===== src/dsc_map.vh =====
// Register map, field positions and timing counts of the deep sleep control block
`ifndef DSC_MAP_VH
`define DSC_MAP_VH

// Register indices; byte address is four times the index
`define DSC_IDX_CTRL_LOW 16'h0F4C
`define DSC_IDX_CTRL_HIGH 16'h0F4D
`define DSC_IDX_IRQ_STATUS 16'h0F4E
`define DSC_IDX_IRQ_MASK 16'h0F4F
`define DSC_ADDR_CTRL_LOW 16'h3D30
`define DSC_ADDR_CTRL_HIGH 16'h3D34
`define DSC_ADDR_IRQ_STATUS 16'h3D38
`define DSC_ADDR_IRQ_MASK 16'h3D3C
`define DSC_AW 16

// High control byte fields
`define DSC_HI_DEEP_SEL 7
`define DSC_HI_RSVD 2
`define DSC_HI_ULP_ON 1
`define DSC_HI_RTC_BLOCK 0

// Low control byte fields
`define DSC_LO_ULP_BLOCK 2
`define DSC_LO_BOR_FLAG 1
`define DSC_LO_RELEASE 0

// Interrupt status and mask fields
`define DSC_IRQ_WAKE 0
`define DSC_IRQ_BOR 1
`define DSC_IRQ_LAPSE 2
`define DSC_IRQ_N 3

// Reset values
`define DSC_CTRL_RST 8'h00
`define DSC_IRQ_RST 3'h0

// Instruction cycles allowed between select and sleep
`define DSC_ARM_CYC 2'h2

// Bus responses
`define DSC_RESP_OKAY 2'h0
`define DSC_RESP_SLVERR 2'h2

`endif


===== src/dsc_top.v =====
// Deep sleep control: sleep mode choice, wake source gating, brown-out flag and pin hold
//
// Function
// - Select bit set: sleep instruction enters deep sleep; clear: ordinary sleep.
// - Deep sleep only if sleep follows select within two instruction cycles.
// - High byte bits 6..2 and low byte bits 7..3 read zero.
// - Module-on bit keeps the ultra-low-power wake module running in deep sleep.
// - Clock-calendar block bit set ignores calendar wake; clear lets it wake.
// - ULP block bit clear lets ULP source wake, only with module on.
// - Brown-out flag set on armed dip above trip level during deep sleep.
// - Pins held after deep sleep wake until software clears release bit.
// - Control bits reset zero; flag and release clear only on power-up.
`timescale 1ns/10ps
`include "dsc_map.vh"
module dsc_top
(
  input wire clk_in,                        // Instruction clock, 100 MHz
  input wire rstn_in,                       // Power-on reset, active low, asynchronous
  input wire sys_reset_in,                  // Ordinary device reset pulse
  input wire sleep_instr_in,                // Sleep instruction executes this cycle
  input wire wake_in,                       // Ordinary wake event (interrupt, reset pin)
  input wire rtc_event_in,                  // Real time clock calendar alarm
  input wire ulp_event_in,                  // Ultra-low-power wake event
  input wire brownout_arm_in,               // Deep sleep brown-out detection armed
  input wire supply_below_arm_in,           // Supply below arming level
  input wire supply_below_trip_in,          // Supply below brownout trip level
  input wire [`DSC_AW-1:0] s_axi_awaddr_in, // Write address
  input wire [2:0] s_axi_awprot_in,         // Write protection, unused
  input wire s_axi_awvalid_in,              // Write address valid
  output wire s_axi_awready_out,            // Write address ready
  input wire [31:0] s_axi_wdata_in,         // Write data
  input wire [3:0] s_axi_wstrb_in,          // Write byte enables
  input wire s_axi_wvalid_in,               // Write data valid
  output wire s_axi_wready_out,             // Write data ready
  output wire [1:0] s_axi_bresp_out,        // Write response
  output wire s_axi_bvalid_out,             // Write response valid
  input wire s_axi_bready_in,               // Write response ready
  input wire [`DSC_AW-1:0] s_axi_araddr_in, // Read address
  input wire [2:0] s_axi_arprot_in,         // Read protection, unused
  input wire s_axi_arvalid_in,              // Read address valid
  output wire s_axi_arready_out,            // Read address ready
  output wire [31:0] s_axi_rdata_out,       // Read data
  output wire [1:0] s_axi_rresp_out,        // Read response
  output wire s_axi_rvalid_out,             // Read data valid
  input wire s_axi_rready_in,               // Read data ready
  output wire sleep_out,                    // Ordinary sleep in progress
  output wire deep_sleep_out,               // Deep sleep in progress
  output wire ulp_module_on_out,            // Ultra-low-power wake module powered
  output wire pin_hold_out,                 // I/O pins frozen at pre-sleep state
  output wire wake_out,                     // One-cycle pulse on any wake
  output wire irq_out                       // Level interrupt
);

////////////////////////////////////////////////////////////////////////////////
// Reset and state encoding

localparam [2:0] ST_RUN = 3'h1;
localparam [2:0] ST_SLEEP = 3'h2;
localparam [2:0] ST_DEEP = 3'h4;

wire rstn;
wire wr_en;
wire [`DSC_AW-1:0] wr_addr;
wire [7:0] wr_data;
reg wr_err;
reg rd_err;
reg [7:0] rd_data;

reg [2:0] state_q;
reg [2:0] state_d;
reg deep_sel_q;
reg ulp_on_q;
reg rtc_block_q;
reg ulp_block_q;
reg bor_flag_q;
reg release_q;
reg [1:0] arm_cnt_q;
reg [`DSC_IRQ_N-1:0] irq_stat_q;
reg [`DSC_IRQ_N-1:0] irq_mask_q;
reg irq_q;
reg sleep_q;
reg deep_q;
reg ulp_pwr_q;
reg hold_q;
reg wake_q;

wire wr_hi;
wire wr_lo;
wire wr_stat;
wire wr_mask;
wire sel_rise;
wire enter_deep;
wire enter_sleep;
wire deep_wake;
wire sleep_wake;
wire bor_event;
wire lapse;
wire [`DSC_IRQ_N-1:0] irq_evt;

dsc_rst_sync u_rst
(
  .clk_in(clk_in),
  .rstn_in(rstn_in),
  .rstn_out(rstn)
);

////////////////////////////////////////////////////////////////////////////////
// Bus front end and decode

dsc_axil u_bus
(
  .clk_in(clk_in),
  .rstn_in(rstn),
  .awaddr_in(s_axi_awaddr_in),
  .awvalid_in(s_axi_awvalid_in),
  .awready_out(s_axi_awready_out),
  .wdata_in(s_axi_wdata_in),
  .wstrb_in(s_axi_wstrb_in),
  .wvalid_in(s_axi_wvalid_in),
  .wready_out(s_axi_wready_out),
  .bresp_out(s_axi_bresp_out),
  .bvalid_out(s_axi_bvalid_out),
  .bready_in(s_axi_bready_in),
  .araddr_in(s_axi_araddr_in),
  .arvalid_in(s_axi_arvalid_in),
  .arready_out(s_axi_arready_out),
  .rdata_out(s_axi_rdata_out),
  .rresp_out(s_axi_rresp_out),
  .rvalid_out(s_axi_rvalid_out),
  .rready_in(s_axi_rready_in),
  .wr_en_out(wr_en),
  .wr_addr_out(wr_addr),
  .wr_data_out(wr_data),
  .wr_err_in(wr_err),
  .rd_en_out(),
  .rd_data_in(rd_data),
  .rd_err_in(rd_err)
);

assign wr_hi = wr_en && (wr_addr == `DSC_ADDR_CTRL_HIGH);
assign wr_lo = wr_en && (wr_addr == `DSC_ADDR_CTRL_LOW);
assign wr_stat = wr_en && (wr_addr == `DSC_ADDR_IRQ_STATUS);
assign wr_mask = wr_en && (wr_addr == `DSC_ADDR_IRQ_MASK);

always @*
begin
  wr_err = 1'b0;
  case (wr_addr)
    `DSC_ADDR_CTRL_HIGH, `DSC_ADDR_CTRL_LOW, `DSC_ADDR_IRQ_STATUS, `DSC_ADDR_IRQ_MASK:
      wr_err = 1'b0;
    default:
      wr_err = 1'b1;
  endcase
end

// Unimplemented and reserved positions are never stored, so they read zero
always @*
begin
  rd_data = 8'h00;
  rd_err = 1'b0;
  case (s_axi_araddr_in)
    `DSC_ADDR_CTRL_HIGH:
      rd_data = {deep_sel_q, 5'h00, ulp_on_q, rtc_block_q};
    `DSC_ADDR_CTRL_LOW:
      rd_data = {5'h00, ulp_block_q, bor_flag_q, release_q};
    `DSC_ADDR_IRQ_STATUS:
      rd_data = {5'h00, irq_stat_q};
    `DSC_ADDR_IRQ_MASK:
      rd_data = {5'h00, irq_mask_q};
    default:
      rd_err = 1'b1;
  endcase
end

////////////////////////////////////////////////////////////////////////////////
// Control bits

// Ordinary resets and deep sleep wake clear these; only power-up clears the flag and release
always @(posedge clk_in or negedge rstn)
begin
  if (!rstn)
  begin
    deep_sel_q <= 1'b0;
    ulp_on_q <= 1'b0;
    rtc_block_q <= 1'b0;
    ulp_block_q <= 1'b0;
  end
  else if (sys_reset_in || deep_wake)
  begin
    deep_sel_q <= 1'b0;
    ulp_on_q <= 1'b0;
    rtc_block_q <= 1'b0;
    ulp_block_q <= 1'b0;
  end
  else
  begin
    if (wr_hi)
    begin
      deep_sel_q <= wr_data[`DSC_HI_DEEP_SEL];
      ulp_on_q <= wr_data[`DSC_HI_ULP_ON];
      rtc_block_q <= wr_data[`DSC_HI_RTC_BLOCK];
    end
    if (wr_lo)
    begin
      ulp_block_q <= wr_data[`DSC_LO_ULP_BLOCK];
    end
  end
end

// Arming window opens when the select bit goes from zero to one
assign sel_rise = wr_hi && wr_data[`DSC_HI_DEEP_SEL] && !deep_sel_q;
assign lapse = (arm_cnt_q == 2'h1) && !(sleep_instr_in && state_q == ST_RUN);

always @(posedge clk_in or negedge rstn)
begin
  if (!rstn)
  begin
    arm_cnt_q <= 2'h0;
  end
  else if (sel_rise)
  begin
    arm_cnt_q <= `DSC_ARM_CYC;
  end
  else if (sys_reset_in || enter_deep || enter_sleep)
  begin
    arm_cnt_q <= 2'h0;
  end
  else if (arm_cnt_q != 2'h0)
  begin
    arm_cnt_q <= arm_cnt_q - 2'h1;
  end
end

// Lapsed arming falls back to ordinary sleep
assign enter_deep = (state_q == ST_RUN) && sleep_instr_in && deep_sel_q && (arm_cnt_q != 2'h0);
assign enter_sleep = (state_q == ST_RUN) && sleep_instr_in && !enter_deep;

// Calendar wake unless blocked; ULP wake needs module on and no block
assign deep_wake = (state_q == ST_DEEP) &&
  (wake_in || (rtc_event_in && !rtc_block_q) || (ulp_event_in && !ulp_block_q && ulp_on_q));
assign sleep_wake = (state_q == ST_SLEEP) && wake_in;

////////////////////////////////////////////////////////////////////////////////
// Sleep state machine

always @*
begin
  state_d = state_q;
  case (state_q)
    ST_RUN:
      if (enter_deep)
        state_d = ST_DEEP;
      else if (enter_sleep)
        state_d = ST_SLEEP;
    ST_SLEEP:
      if (sleep_wake)
        state_d = ST_RUN;
    ST_DEEP:
      if (deep_wake)
        state_d = ST_RUN;
    default:
      state_d = ST_RUN;
  endcase
end

always @(posedge clk_in or negedge rstn)
begin
  if (!rstn)
  begin
    state_q <= ST_RUN;
  end
  else if (sys_reset_in)
  begin
    state_q <= ST_RUN;
  end
  else
  begin
    state_q <= state_d;
  end
end

////////////////////////////////////////////////////////////////////////////////
// Brown-out flag and pin release

// A dip that crosses the trip level is a full brownout reset, not this flag
assign bor_event = (state_q == ST_DEEP) && brownout_arm_in && supply_below_arm_in && !supply_below_trip_in;

// Set wins over a software write in the same cycle
always @(posedge clk_in or negedge rstn)
begin
  if (!rstn)
  begin
    bor_flag_q <= 1'b0;
    release_q <= 1'b0;
  end
  else
  begin
    if (bor_event)
      bor_flag_q <= 1'b1;
    else if (wr_lo)
      bor_flag_q <= wr_data[`DSC_LO_BOR_FLAG];
    if (enter_deep)
      release_q <= 1'b1;
    else if (wr_lo)
      release_q <= wr_data[`DSC_LO_RELEASE];
  end
end

////////////////////////////////////////////////////////////////////////////////
// Interrupts

assign irq_evt[`DSC_IRQ_WAKE] = deep_wake || sleep_wake;
assign irq_evt[`DSC_IRQ_BOR] = bor_event && !bor_flag_q;
assign irq_evt[`DSC_IRQ_LAPSE] = lapse;

genvar gi;
generate
  for (gi = 0; gi < `DSC_IRQ_N; gi = gi + 1)
  begin : g_irq
    always @(posedge clk_in or negedge rstn)
    begin
      if (!rstn)
        irq_stat_q[gi] <= 1'b0;
      else if (irq_evt[gi])
        irq_stat_q[gi] <= 1'b1;
      else if (wr_stat && wr_data[gi])
        irq_stat_q[gi] <= 1'b0;
    end
  end
endgenerate

always @(posedge clk_in or negedge rstn)
begin
  if (!rstn)
  begin
    irq_mask_q <= `DSC_IRQ_RST;
    irq_q <= 1'b0;
  end
  else
  begin
    if (wr_mask)
      irq_mask_q <= wr_data[`DSC_IRQ_N-1:0];
    irq_q <= |(irq_stat_q & irq_mask_q);
  end
end

////////////////////////////////////////////////////////////////////////////////
// Registered outputs

always @(posedge clk_in or negedge rstn)
begin
  if (!rstn)
  begin
    sleep_q <= 1'b0;
    deep_q <= 1'b0;
    ulp_pwr_q <= 1'b0;
    hold_q <= 1'b0;
    wake_q <= 1'b0;
  end
  else
  begin
    sleep_q <= (state_d == ST_SLEEP);
    deep_q <= (state_d == ST_DEEP);
    ulp_pwr_q <= (state_d == ST_DEEP) && ulp_on_q;
    hold_q <= (state_d == ST_DEEP) || (release_q && !(wr_lo && !wr_data[`DSC_LO_RELEASE])) || enter_deep;
    wake_q <= deep_wake || sleep_wake;
  end
end

assign sleep_out = sleep_q;
assign deep_sleep_out = deep_q;
assign ulp_module_on_out = ulp_pwr_q;
assign pin_hold_out = hold_q;
assign wake_out = wake_q;
assign irq_out = irq_q;

endmodule


===== src/dsc_rst_sync.v =====
// Two flip-flop release synchroniser for the active-low reset
`timescale 1ns/10ps
module dsc_rst_sync
(
  input wire clk_in,   // Clock
  input wire rstn_in,  // Asynchronous reset, active low
  output wire rstn_out // Synchronised reset, active low
);

reg meta_q;
reg sync_q;

always @(posedge clk_in or negedge rstn_in)
begin
  if (!rstn_in)
  begin
    meta_q <= 1'b0;
    sync_q <= 1'b0;
  end
  else
  begin
    meta_q <= 1'b1;
    sync_q <= meta_q;
  end
end

assign rstn_out = sync_q;

endmodule


===== src/dsc_axil.v =====
// AXI4-Lite slave front end: one write and one read outstanding, decode left to the parent
`timescale 1ns/10ps
`include "dsc_map.vh"
module dsc_axil
(
  input wire clk_in,                    // Clock
  input wire rstn_in,                   // Synchronised reset, active low
  input wire [`DSC_AW-1:0] awaddr_in,   // Write address
  input wire awvalid_in,                // Write address valid
  output wire awready_out,              // Write address ready
  input wire [31:0] wdata_in,           // Write data
  input wire [3:0] wstrb_in,            // Write byte enables
  input wire wvalid_in,                 // Write data valid
  output wire wready_out,               // Write data ready
  output wire [1:0] bresp_out,          // Write response
  output wire bvalid_out,               // Write response valid
  input wire bready_in,                 // Write response ready
  input wire [`DSC_AW-1:0] araddr_in,   // Read address
  input wire arvalid_in,                // Read address valid
  output wire arready_out,              // Read address ready
  output wire [31:0] rdata_out,         // Read data
  output wire [1:0] rresp_out,          // Read response
  output wire rvalid_out,               // Read data valid
  input wire rready_in,                 // Read data ready
  output wire wr_en_out,                // One-cycle register write strobe
  output wire [`DSC_AW-1:0] wr_addr_out, // Write address held
  output wire [7:0] wr_data_out,        // Low byte of write data
  input wire wr_err_in,                 // Write address unmapped
  output wire rd_en_out,                // Read taken this cycle
  input wire [7:0] rd_data_in,          // Read data for araddr_in
  input wire rd_err_in                  // Read address unmapped
);

reg aw_rdy_q;
reg w_rdy_q;
reg aw_full_q;
reg w_full_q;
reg [`DSC_AW-1:0] aw_addr_q;
reg [7:0] w_data_q;
reg w_lane_q;
reg bvalid_q;
reg [1:0] bresp_q;
reg ar_rdy_q;
reg rvalid_q;
reg [31:0] rdata_q;
reg [1:0] rresp_q;
wire do_wr;

// Both halves held and no response pending; byte lane 0 carries the register
assign do_wr = aw_full_q & w_full_q & ~bvalid_q;
assign wr_en_out = do_wr & w_lane_q;
assign wr_addr_out = aw_addr_q;
assign wr_data_out = w_data_q;
assign rd_en_out = arvalid_in & ar_rdy_q;

always @(posedge clk_in or negedge rstn_in)
begin
  if (!rstn_in)
  begin
    aw_rdy_q <= 1'b0;
    w_rdy_q <= 1'b0;
    aw_full_q <= 1'b0;
    w_full_q <= 1'b0;
    aw_addr_q <= {`DSC_AW{1'b0}};
    w_data_q <= 8'h00;
    w_lane_q <= 1'b0;
    bvalid_q <= 1'b0;
    bresp_q <= `DSC_RESP_OKAY;
  end
  else
  begin
    if (awvalid_in && aw_rdy_q)
    begin
      aw_rdy_q <= 1'b0;
      aw_full_q <= 1'b1;
      aw_addr_q <= awaddr_in;
    end
    else if (!aw_full_q)
    begin
      aw_rdy_q <= 1'b1;
    end
    if (wvalid_in && w_rdy_q)
    begin
      w_rdy_q <= 1'b0;
      w_full_q <= 1'b1;
      w_data_q <= wdata_in[7:0];
      w_lane_q <= wstrb_in[0];
    end
    else if (!w_full_q)
    begin
      w_rdy_q <= 1'b1;
    end
    if (do_wr)
    begin
      bvalid_q <= 1'b1;
      bresp_q <= wr_err_in ? `DSC_RESP_SLVERR : `DSC_RESP_OKAY;
    end
    else if (bvalid_q && bready_in)
    begin
      bvalid_q <= 1'b0;
      aw_full_q <= 1'b0;
      w_full_q <= 1'b0;
    end
  end
end

always @(posedge clk_in or negedge rstn_in)
begin
  if (!rstn_in)
  begin
    ar_rdy_q <= 1'b0;
    rvalid_q <= 1'b0;
    rdata_q <= 32'h00000000;
    rresp_q <= `DSC_RESP_OKAY;
  end
  else if (rd_en_out)
  begin
    ar_rdy_q <= 1'b0;
    rvalid_q <= 1'b1;
    rdata_q <= {24'h000000, rd_data_in};
    rresp_q <= rd_err_in ? `DSC_RESP_SLVERR : `DSC_RESP_OKAY;
  end
  else if (rvalid_q && rready_in)
  begin
    rvalid_q <= 1'b0;
    ar_rdy_q <= 1'b1;
  end
  else if (!rvalid_q)
  begin
    ar_rdy_q <= 1'b1;
  end
end

assign awready_out = aw_rdy_q;
assign wready_out = w_rdy_q;
assign bvalid_out = bvalid_q;
assign bresp_out = bresp_q;
assign arready_out = ar_rdy_q;
assign rvalid_out = rvalid_q;
assign rdata_out = rdata_q;
assign rresp_out = rresp_q;

endmodule


===== config.mk =====
export PLATFORM = sky130hd
export DESIGN_NAME = dsc_top
export DESIGN_NICKNAME = d
export VERILOG_FILES = /design/src/dsc_top.v /design/src/dsc_rst_sync.v /design/src/dsc_axil.v
export VERILOG_INCLUDE_DIRS = /design/src
export SDC_FILE = /design/constraint.sdc
export NUM_CORES = 1
export LEC_CHECK = 0
export BUFFER_PORTS_ARGS = -buffer_cell sky130_fd_sc_hd__buf_4
export CAP_MARGIN = 20
export CORE_ASPECT_RATIO = 2
export CORE_MARGIN = 2
export CORE_UTILIZATION = 30
export DETAILED_ROUTE_END_ITERATION = 12
export PLACE_DENSITY = 0.67
export SETUP_SLACK_MARGIN = 0.2
export SYNTH_ARGS = -nofsm -noshare
export SYNTH_HDL_FRONTEND = slang
export SYNTH_SLANG_ARGS = --single-unit

===== constraint.sdc =====
create_clock -name clk_in -period 2.11 [get_ports clk_in]
set_input_delay 0.1055 -clock clk_in [delete_from_list [all_inputs] [get_ports clk_in]]
set_output_delay 0.1055 -clock clk_in [all_outputs]
set_load 0.03 [all_outputs]

==> results by group, run 1 <==
Synthesis
  • Ys flop type: dfrtp_1
  • Adder-cell area share of the yosys netlist: less than 1%
  • Yosys warns: 0
  • Mux cell area share after synthesis: 13.00%
  • Yosys cell types: between 40 and 50
  • Simple-gate portion of the synthesized area: 15.12%
  • Post-synth EDFFs: 0
  • Synth Cell Area: 2830 sq um
  • Share of synthesized flip-flops with an asynchronous set or reset: between 90% and 100%
  • Syn avg cell area: 11.46 sq um
  • Yosys reg bits: 59
  • Synth Area in Compound Gates: 8.223%
  • Post-synthesis sequential area ratio: 52.21%
  • Synth Area in XOR/XNOR: less than 1%
  • Cells after synthesis: about 250
  • Largest family of logic cells by synthesized area: simple AND/OR/NAND/NOR gates

STA
  • PnR worst setup slack: approximately 0.25 ns
  • Actual slew at the worst max-slew pin: between 0.6 and 0.7 ns
  • Tmin final: about 1.9 ns
  • F_max: 536.9 MHz
  • Sum Neg Setup Slack: 0 ns
  • Max-slew violations: 0
  • RSZ-0062 raised after global routing: true
  • # setup viols final: 0
  • Fin crit share: about nine tenths
  • Relative max-transition margin: 57.18%
  • Final Skew: 0.006130 ns
  • Final Hold Viols: 0

Worst hold path
  • Hold path depth: 2
  • Beginning of the worst hold path: s_axi_awaddr_in[5]
  • Class of the worst hold path: input pin to flop
  • Worst Hold End: u_bus.wr_addr_out[5]

Setup path
  • Critical path data arrival time: 2.07 ns
  • Cells on worst reg2reg path: 4
  • Startpoint Class: flop
  • Critical path endpoint category: flop
  • Crit Path Class: flop to flop
  • Crit Reg-Reg Startpoint: u_bus.wr_addr_out[7]
  • FF-to-FF setup slack: 0.25 ns
  • CP required: ~2.3 ns
  • CP Max Fanout: 3
  • Worst reg2reg endpoint: irq_stat_q[1]

Clock tree
  • Clock Sinks: 59
  • H-tree depth: 3
  • TritonCTS clock tree: yes
  • Root Driver: clkbuf_16
  • CTS buffer count: 9
  • Worst-Skew Late Latency: 0.32 ns
  • Worst-path clk slew: 0.05 ns
  • Max clock buf depth: 2

Layout
  • Total Nets Final: between 400 and 500
  • Area grow syn2layout: 34.66%
  • Share of cells above drive strength 1: 35.67%
  • Inserted Diodes: 0
  • Post-layout util: between 40% and 50%

Drt
  • Vias per cell: 4.713
  • Final WL: 6.084 mm
  • DR vias: around 2100
  • TritonRoute pass-1 iters: 4
  • DR iter-0 viols: 75
  • Post-route ant nets: 0
  • Remaining DRCs: 0
  • WL/cell: around 14 um

Floorplan
  • Die Area: 10270 sq um
  • FP Rows: 50
  • Die Width: between 70 and 80 um
  • I/O pin total: 136
  • Starting Density: 30.57%
  • Core Region: around 9300 sq um
  • Die Y-Extent: between 100 and 150 um

Power and ir drop
  • Total power: slightly below 4000 uW
  • Sw Ratio: about 29%
  • P_sw: 1110 uW
  • Clk pwr share: 35.6%
  • VDD IR max: 0.0007741 V
  • Pleak: 0.001785 uW
  • Power density over the cells: 1014 nW/um^2
  • Sequential cell fraction of total power: 43.3%
  • Combinational share of power: 21.1%
  • Internal power: 2755 uW

Flow run
  • Max Cap Viol: 0

Global routing
  • Global-route wire length before repair: 9.715 mm
  • Total global-route track usage: 12.60%
  • Initial antenna violation count: 0
  • Vias in the first global route: 2064
  • GRT overflow: 0
  • Pin count of the biggest net entering global routing: 58

Placement
  • PortBufs: 68
  • DPL Wire Length: 4.665 mm
  • DP Worst Slack: 0.08686 ns
  • GPL Wtd Cong: 0.8292

Outcome
  • Status: completed
-- worst max-delay path: stages, from the launching register on --
cell and delay, ns:
dfrtp_1 0.37, or4b_4 0.56, nor4_4 0.20, nand4b_1 0.27, a221o_1 0.36
-- synth_stat cells, types with 2 or more instances --
cell type	instances	area [sq um]
mux4_2	2	45.04
nor3_1	5	25.02
and3b_1	2	17.52
a21oi_1	14	70.07
and4b_1	2	20.02
conb_1	2	7.510
nor2_1	9	33.78
mux2_2	26	292.8
a221o_1	2	20.02
or3_1	2	12.51
buf_4	30	225.2
mux2i_1	3	30.03
nand3_1	6	30.03
xnor2_1	2	17.52
nor4bb_1	2	20.02
ha_1	2	25.02
nand2b_1	5	31.28
o21ai_0	8	40.04
and3_1	2	12.51
nand3b_1	2	15.01
inv_1	10	37.54
nor2b_1	5	31.28
nand4_1	2	12.51
o21bai_1	2	15.01
o31ai_1	3	22.52
clkbuf_1	3	11.26
nand2_1	17	63.81
dfrtp_1	58	1451
nand4b_1	4	35.03
-- state kept, by name, indices dropped and copies added, names as in the netlist, 2 cells and up --
register,flops
state_q,3
irq_mask_q,3
irq_stat_q,3
u_bus.rdata_out,4
u_bus.wr_data_out,4
u_bus.wr_addr_out,16
arm_cnt_q,2
-- cell type report --
class | instances | area, sq um
Sequential cell | 59 | 1479
Timing Repair Buffer | 83 | 660.6
Inverter | 10 | 37.54
Clock buffer | 15 | 287.8
Tap cell | 104 | 130.1
Multi-Input combinational cell | 174 | 1211
Fill cell | 916 | 5448
Clock inverter | 1 | 5.005
-- per-layer routing --
layer / vias to the layer above / wire length [um] / track usage (%)
li1: 998 / - / -
met1: 1003 / 2103 / 11.99
met2: 88 / 3396 / 23.25
met3: 13 / 421 / 3.693
met4: 0 / 163 / 6.725
met5: - / 0 / 0
-- kinds of logic after synthesis --
group	after synthesis
compound gates	37
xor+xnor	2
fa+ha+maj	2
buf+inv	43
flops	59
mux	31
other cells	2
simple gates	71
-- power by group through the flow --
stage / combinational [uW] / sequential [uW] / clock (uW)
3_5_place_dp: 813 / 1680 / 0
4_1_cts: 831 / 1670 / 1420
3_3_place_gp: 793 / 1670 / 0
5_1_grt: 901 / 1710 / 1470
6_report: 816 / 1670 / 1380
2_1_floorplan: 552 / 1680 / 0
-- stage by stage --
stage | instances | cell area, sq um | hold WS, ns
after detailed placement | 419 | 3387 | -0.1088
after CTS | 445 | 3789 | 0.0007817
after global placement | 419 | 3387 | -0.1109
final | 446 | 3811 | 0.01368
after floorplan | 276 | 2939 | -0.1901
after global routing | 446 | 3811 | 0.009112
-- cell usage in the layout (no fill, tap or decap), types with 3 or more instances in the layout --
cell type	Yosys	routed
o31ai_1	3	3
nand4b_1	4	4
clkbuf_16	0	9
o21ai_0	8	8
mux2i_1	3	3
nor2b_1	5	5
clkbuf_8	0	4
nand2b_1	5	5
nor3_1	5	4
dlygate4sd3_1	0	10
nand2_1	17	17
buf_4	30	72
mux2_2	26	26
nor2_1	9	9
conb_1	2	31
dfrtp_1	58	57
a21oi_1	14	14
inv_1	10	10
nand3_1	6	6
-- worst max-delay path by stage --
stage	start	to	slack (ns)
after global placement	u_bus.wr_addr_out[7]	pin_hold_out	0.11
final	u_bus.wr_addr_out[7]	irq_stat_q[1]	0.25
after global routing	u_bus.wr_addr_out[7]	irq_stat_q[1]	0.14
after floorplan	u_bus.wr_addr_out[7]	irq_stat_q[1]	0.24
after detailed placement	u_bus.wr_addr_out[7]	pin_hold_out	0.09
after CTS	u_bus.wr_addr_out[7]	irq_stat_q[2]	0.21
-- repair_timing --
| action | CTS | global route |
|---|---|---|
| setup buffers | 0 | 1 |
| resized for setup | 2 | 3 |
| hold buffers | 10 | 0 |
| pin swaps | 0 | 2 |
| hold endpoints to repair | 13 | 0 |
| gates cloned | 0 | 0 |
| endpoints found under the setup margin | 4 | 7 |
Power figures use the tool's default switching activity.
==> run 2: changes to the inputs <==
--- a/config.mk
+++ b/config.mk
@@ -14,6 +14,7 @@
 export DETAILED_ROUTE_END_ITERATION = 12
 export PLACE_DENSITY = 0.67
 export SETUP_SLACK_MARGIN = 0.2
+export SKIP_LAST_GASP = 1
 export SYNTH_ARGS = -nofsm -noshare
 export SYNTH_HDL_FRONTEND = slang
 export SYNTH_SLANG_ARGS = --single-unit
==> constraint.sdc (replaced) <==
create_clock -name clk_in -period 2.2 [get_ports clk_in]
set_input_delay 0.11 -clock clk_in [delete_from_list [all_inputs] [get_ports clk_in]]
set_output_delay 0.11 -clock clk_in [all_outputs]
set_load 0.03 [all_outputs]
==> results by group, run 2 (same netlist as run 1, synthesis figures left out) <==
Flow run
  • Max Cap Viol: 0

Power and ir drop
  • VDD IR max: 0.0006216 V
  • Pleak: 0.001762 uW
  • Power density over the cells: between 1000 and 1500 nW/um^2

STA
  • Fin crit share: 86.32%
  • Final Hold Viols: 0
  • F_max: 526.6 MHz
  • Max-slew violations: 0
  • Sum Neg Setup Slack: 0 ns
  • Final Skew: 0.004140 ns
  • Relative max-transition margin: 56.53%
  • RSZ-0062 raised after global routing: false
  • Actual slew at the worst max-slew pin: 0.6504 ns
  • # setup viols final: 0
  • Tmin final: 1.899 ns

Drt
  • TritonRoute pass-1 iters: 4
  • Final WL: 6.172 mm
  • DR vias: 2066
  • Vias per cell: around 4.7
  • DR iter-0 viols: 106
  • Remaining DRCs: 0
  • WL/cell: 14.06 um
  • Post-route ant nets: 0

Layout
  • Post-layout util: 40.46%
  • Number of flip-flops in the largest register: 16
  • Storage cell area: 1479 sq um
  • Area grow syn2layout: 32.36%
  • Total Nets Final: 421
  • Commonest cells after routing, fill and taps aside: 70 x buf_4, 57 x dfrtp_1, 31 x conb_1
  • Share of cells above drive strength 1: 35.52%
  • Fill cells: 904
  • Inserted Diodes: 0
  • Area of the multi-input gates: 1196 sq um
  • Commonest non-fill, non-tap cell in the layout: buf_4

Global routing
  • GRT overflow: 0
  • Global-route wire length before repair: 9.963 mm
  • Pin count of the biggest net entering global routing: 35
  • Total global-route track usage: 13.04%
  • Vias in the first global route: 2057
  • Initial antenna violation count: 0

Placement
  • DPL Wire Length: roughly 4.8 mm
  • GPL Wtd Cong: ~0.83
  • PortBufs: 68

Floorplan
  • Core Region: 9259 sq um
  • Die Area: 10270 sq um
  • Die Y-Extent: between 100 and 150 um
  • Die Width: 72.68 um
  • Starting Density: 30.57%
  • FP Rows: 50
  • I/O pin total: 136

Setup path
  • CP required: 2.41 ns
  • Crit Path Class: flop to flop
  • Startpoint Class: flop
  • CP Max Fanout: 3
  • Slowest CP cell: or4b_4
  • Critical path data arrival time: 2.11 ns
  • Crit path largest cell delay: ~0.56 ns
  • Crit path cell chain: or4b_4 -> nor4_4 -> nand4b_1 -> a221o_1
  • Critical path endpoint category: flop

Clock tree
  • TritonCTS clock tree: yes
  • CTS buffer count: 9
  • Setup Buffers After CTS: 0
  • Root Driver: clkbuf_16
  • Worst-Skew Late Latency: 0.33 ns
  • Clock Sinks: 59
  • H-tree depth: 3
  • Worst-path clk slew: 0.05 ns
  • Max clock buf depth: 2

Outcome
  • Status: completed

Worst hold path
  • Class of the worst hold path: input pin to flop
run 2: per-stage QoR:
step / hold WS (ns) / cell area (sq um) / power (uW) / cells / worst slack [ns]
after floorplan: -0.1856 / 2939 / 2140 / 276 / 0.3277
after global placement: -0.1070 / 3379 / 2361 / 418 / 0.2175
after detailed placement: -0.1049 / 3379 / 2399 / 418 / 0.2084
after CTS: 0.002178 / 3741 / 3851 / 439 / 0.2753
after global routing: 0.004995 / 3746 / 4011 / 439 / 0.2085
final: 0.01314 / 3746 / 3796 / 439 / 0.3009
run 2: timing repair:
action,CTS,global route
gates cloned,0,0
pin swaps,0,0
hold buffers,5,0
hold endpoints to repair,8,0
endpoints found under the setup margin,1,2
resized for setup,1,1
run 2: critical path: cells and delay by family (launching register included):
family | cells | cell delay (ns)
AO/OA/AOI/OAI | 1 | 0.36
AND/OR/NAND/NOR | 3 | 1.06
flip-flops | 1 | 0.37
run 2: report_power, final:
| part | internal, uW | total [uW] | switching, uW |
|---|---|---|---|
| Combinational | 404 | 771 | 367 |
| Sequential | 1350 | 1600 | 253 |
| Clock | 968 | 1420 | 453 |
run 2: worst paths after layout:
| check | from | endpoint | slack (ns) | cells after the start |
|---|---|---|---|---|
| worst max-delay path | u_bus.wr_addr_out[7] | irq_stat_q[2] | 0.30 | 4 |
| max in group asynchronous | u_rst.rstn_out | state_q[0] | 1.32 | 1 |
| worst max register to register | u_bus.wr_addr_out[7] | irq_stat_q[2] | 0.30 | 4 |
| worst min register to register | u_rst.rstn_out | u_bus.wready_out | 0.25 | 0 |
| worst min-delay path | s_axi_awaddr_in[8] | u_bus.wr_addr_out[8] | 0.01 | 2 |
| min in group asynchronous | rstn_in | u_rst.meta_q | 0.11 | 2 |
run 2: final cells by class:
| class | count | share of cell area (%) |
|---|---|---|
| clock buffer | 15 | 7.415 |
| clock inverter | 1 | 0.8016 |
| inverter | 10 | 1.002 |
| multi-input combinational | 174 | 31.93 |
| sequential | 59 | 39.48 |
| tap | 104 | 3.474 |
| timing repair buffer | 76 | 15.90 |
run 2: metal layers:
layer	vias up	wire length, um	global-route usage (%)
li1	988	-	-
met1	979	2080	12.35
met2	87	3521	24.21
met3	12	381	3.196
met4	0	189	7.700
met5	-	0	0
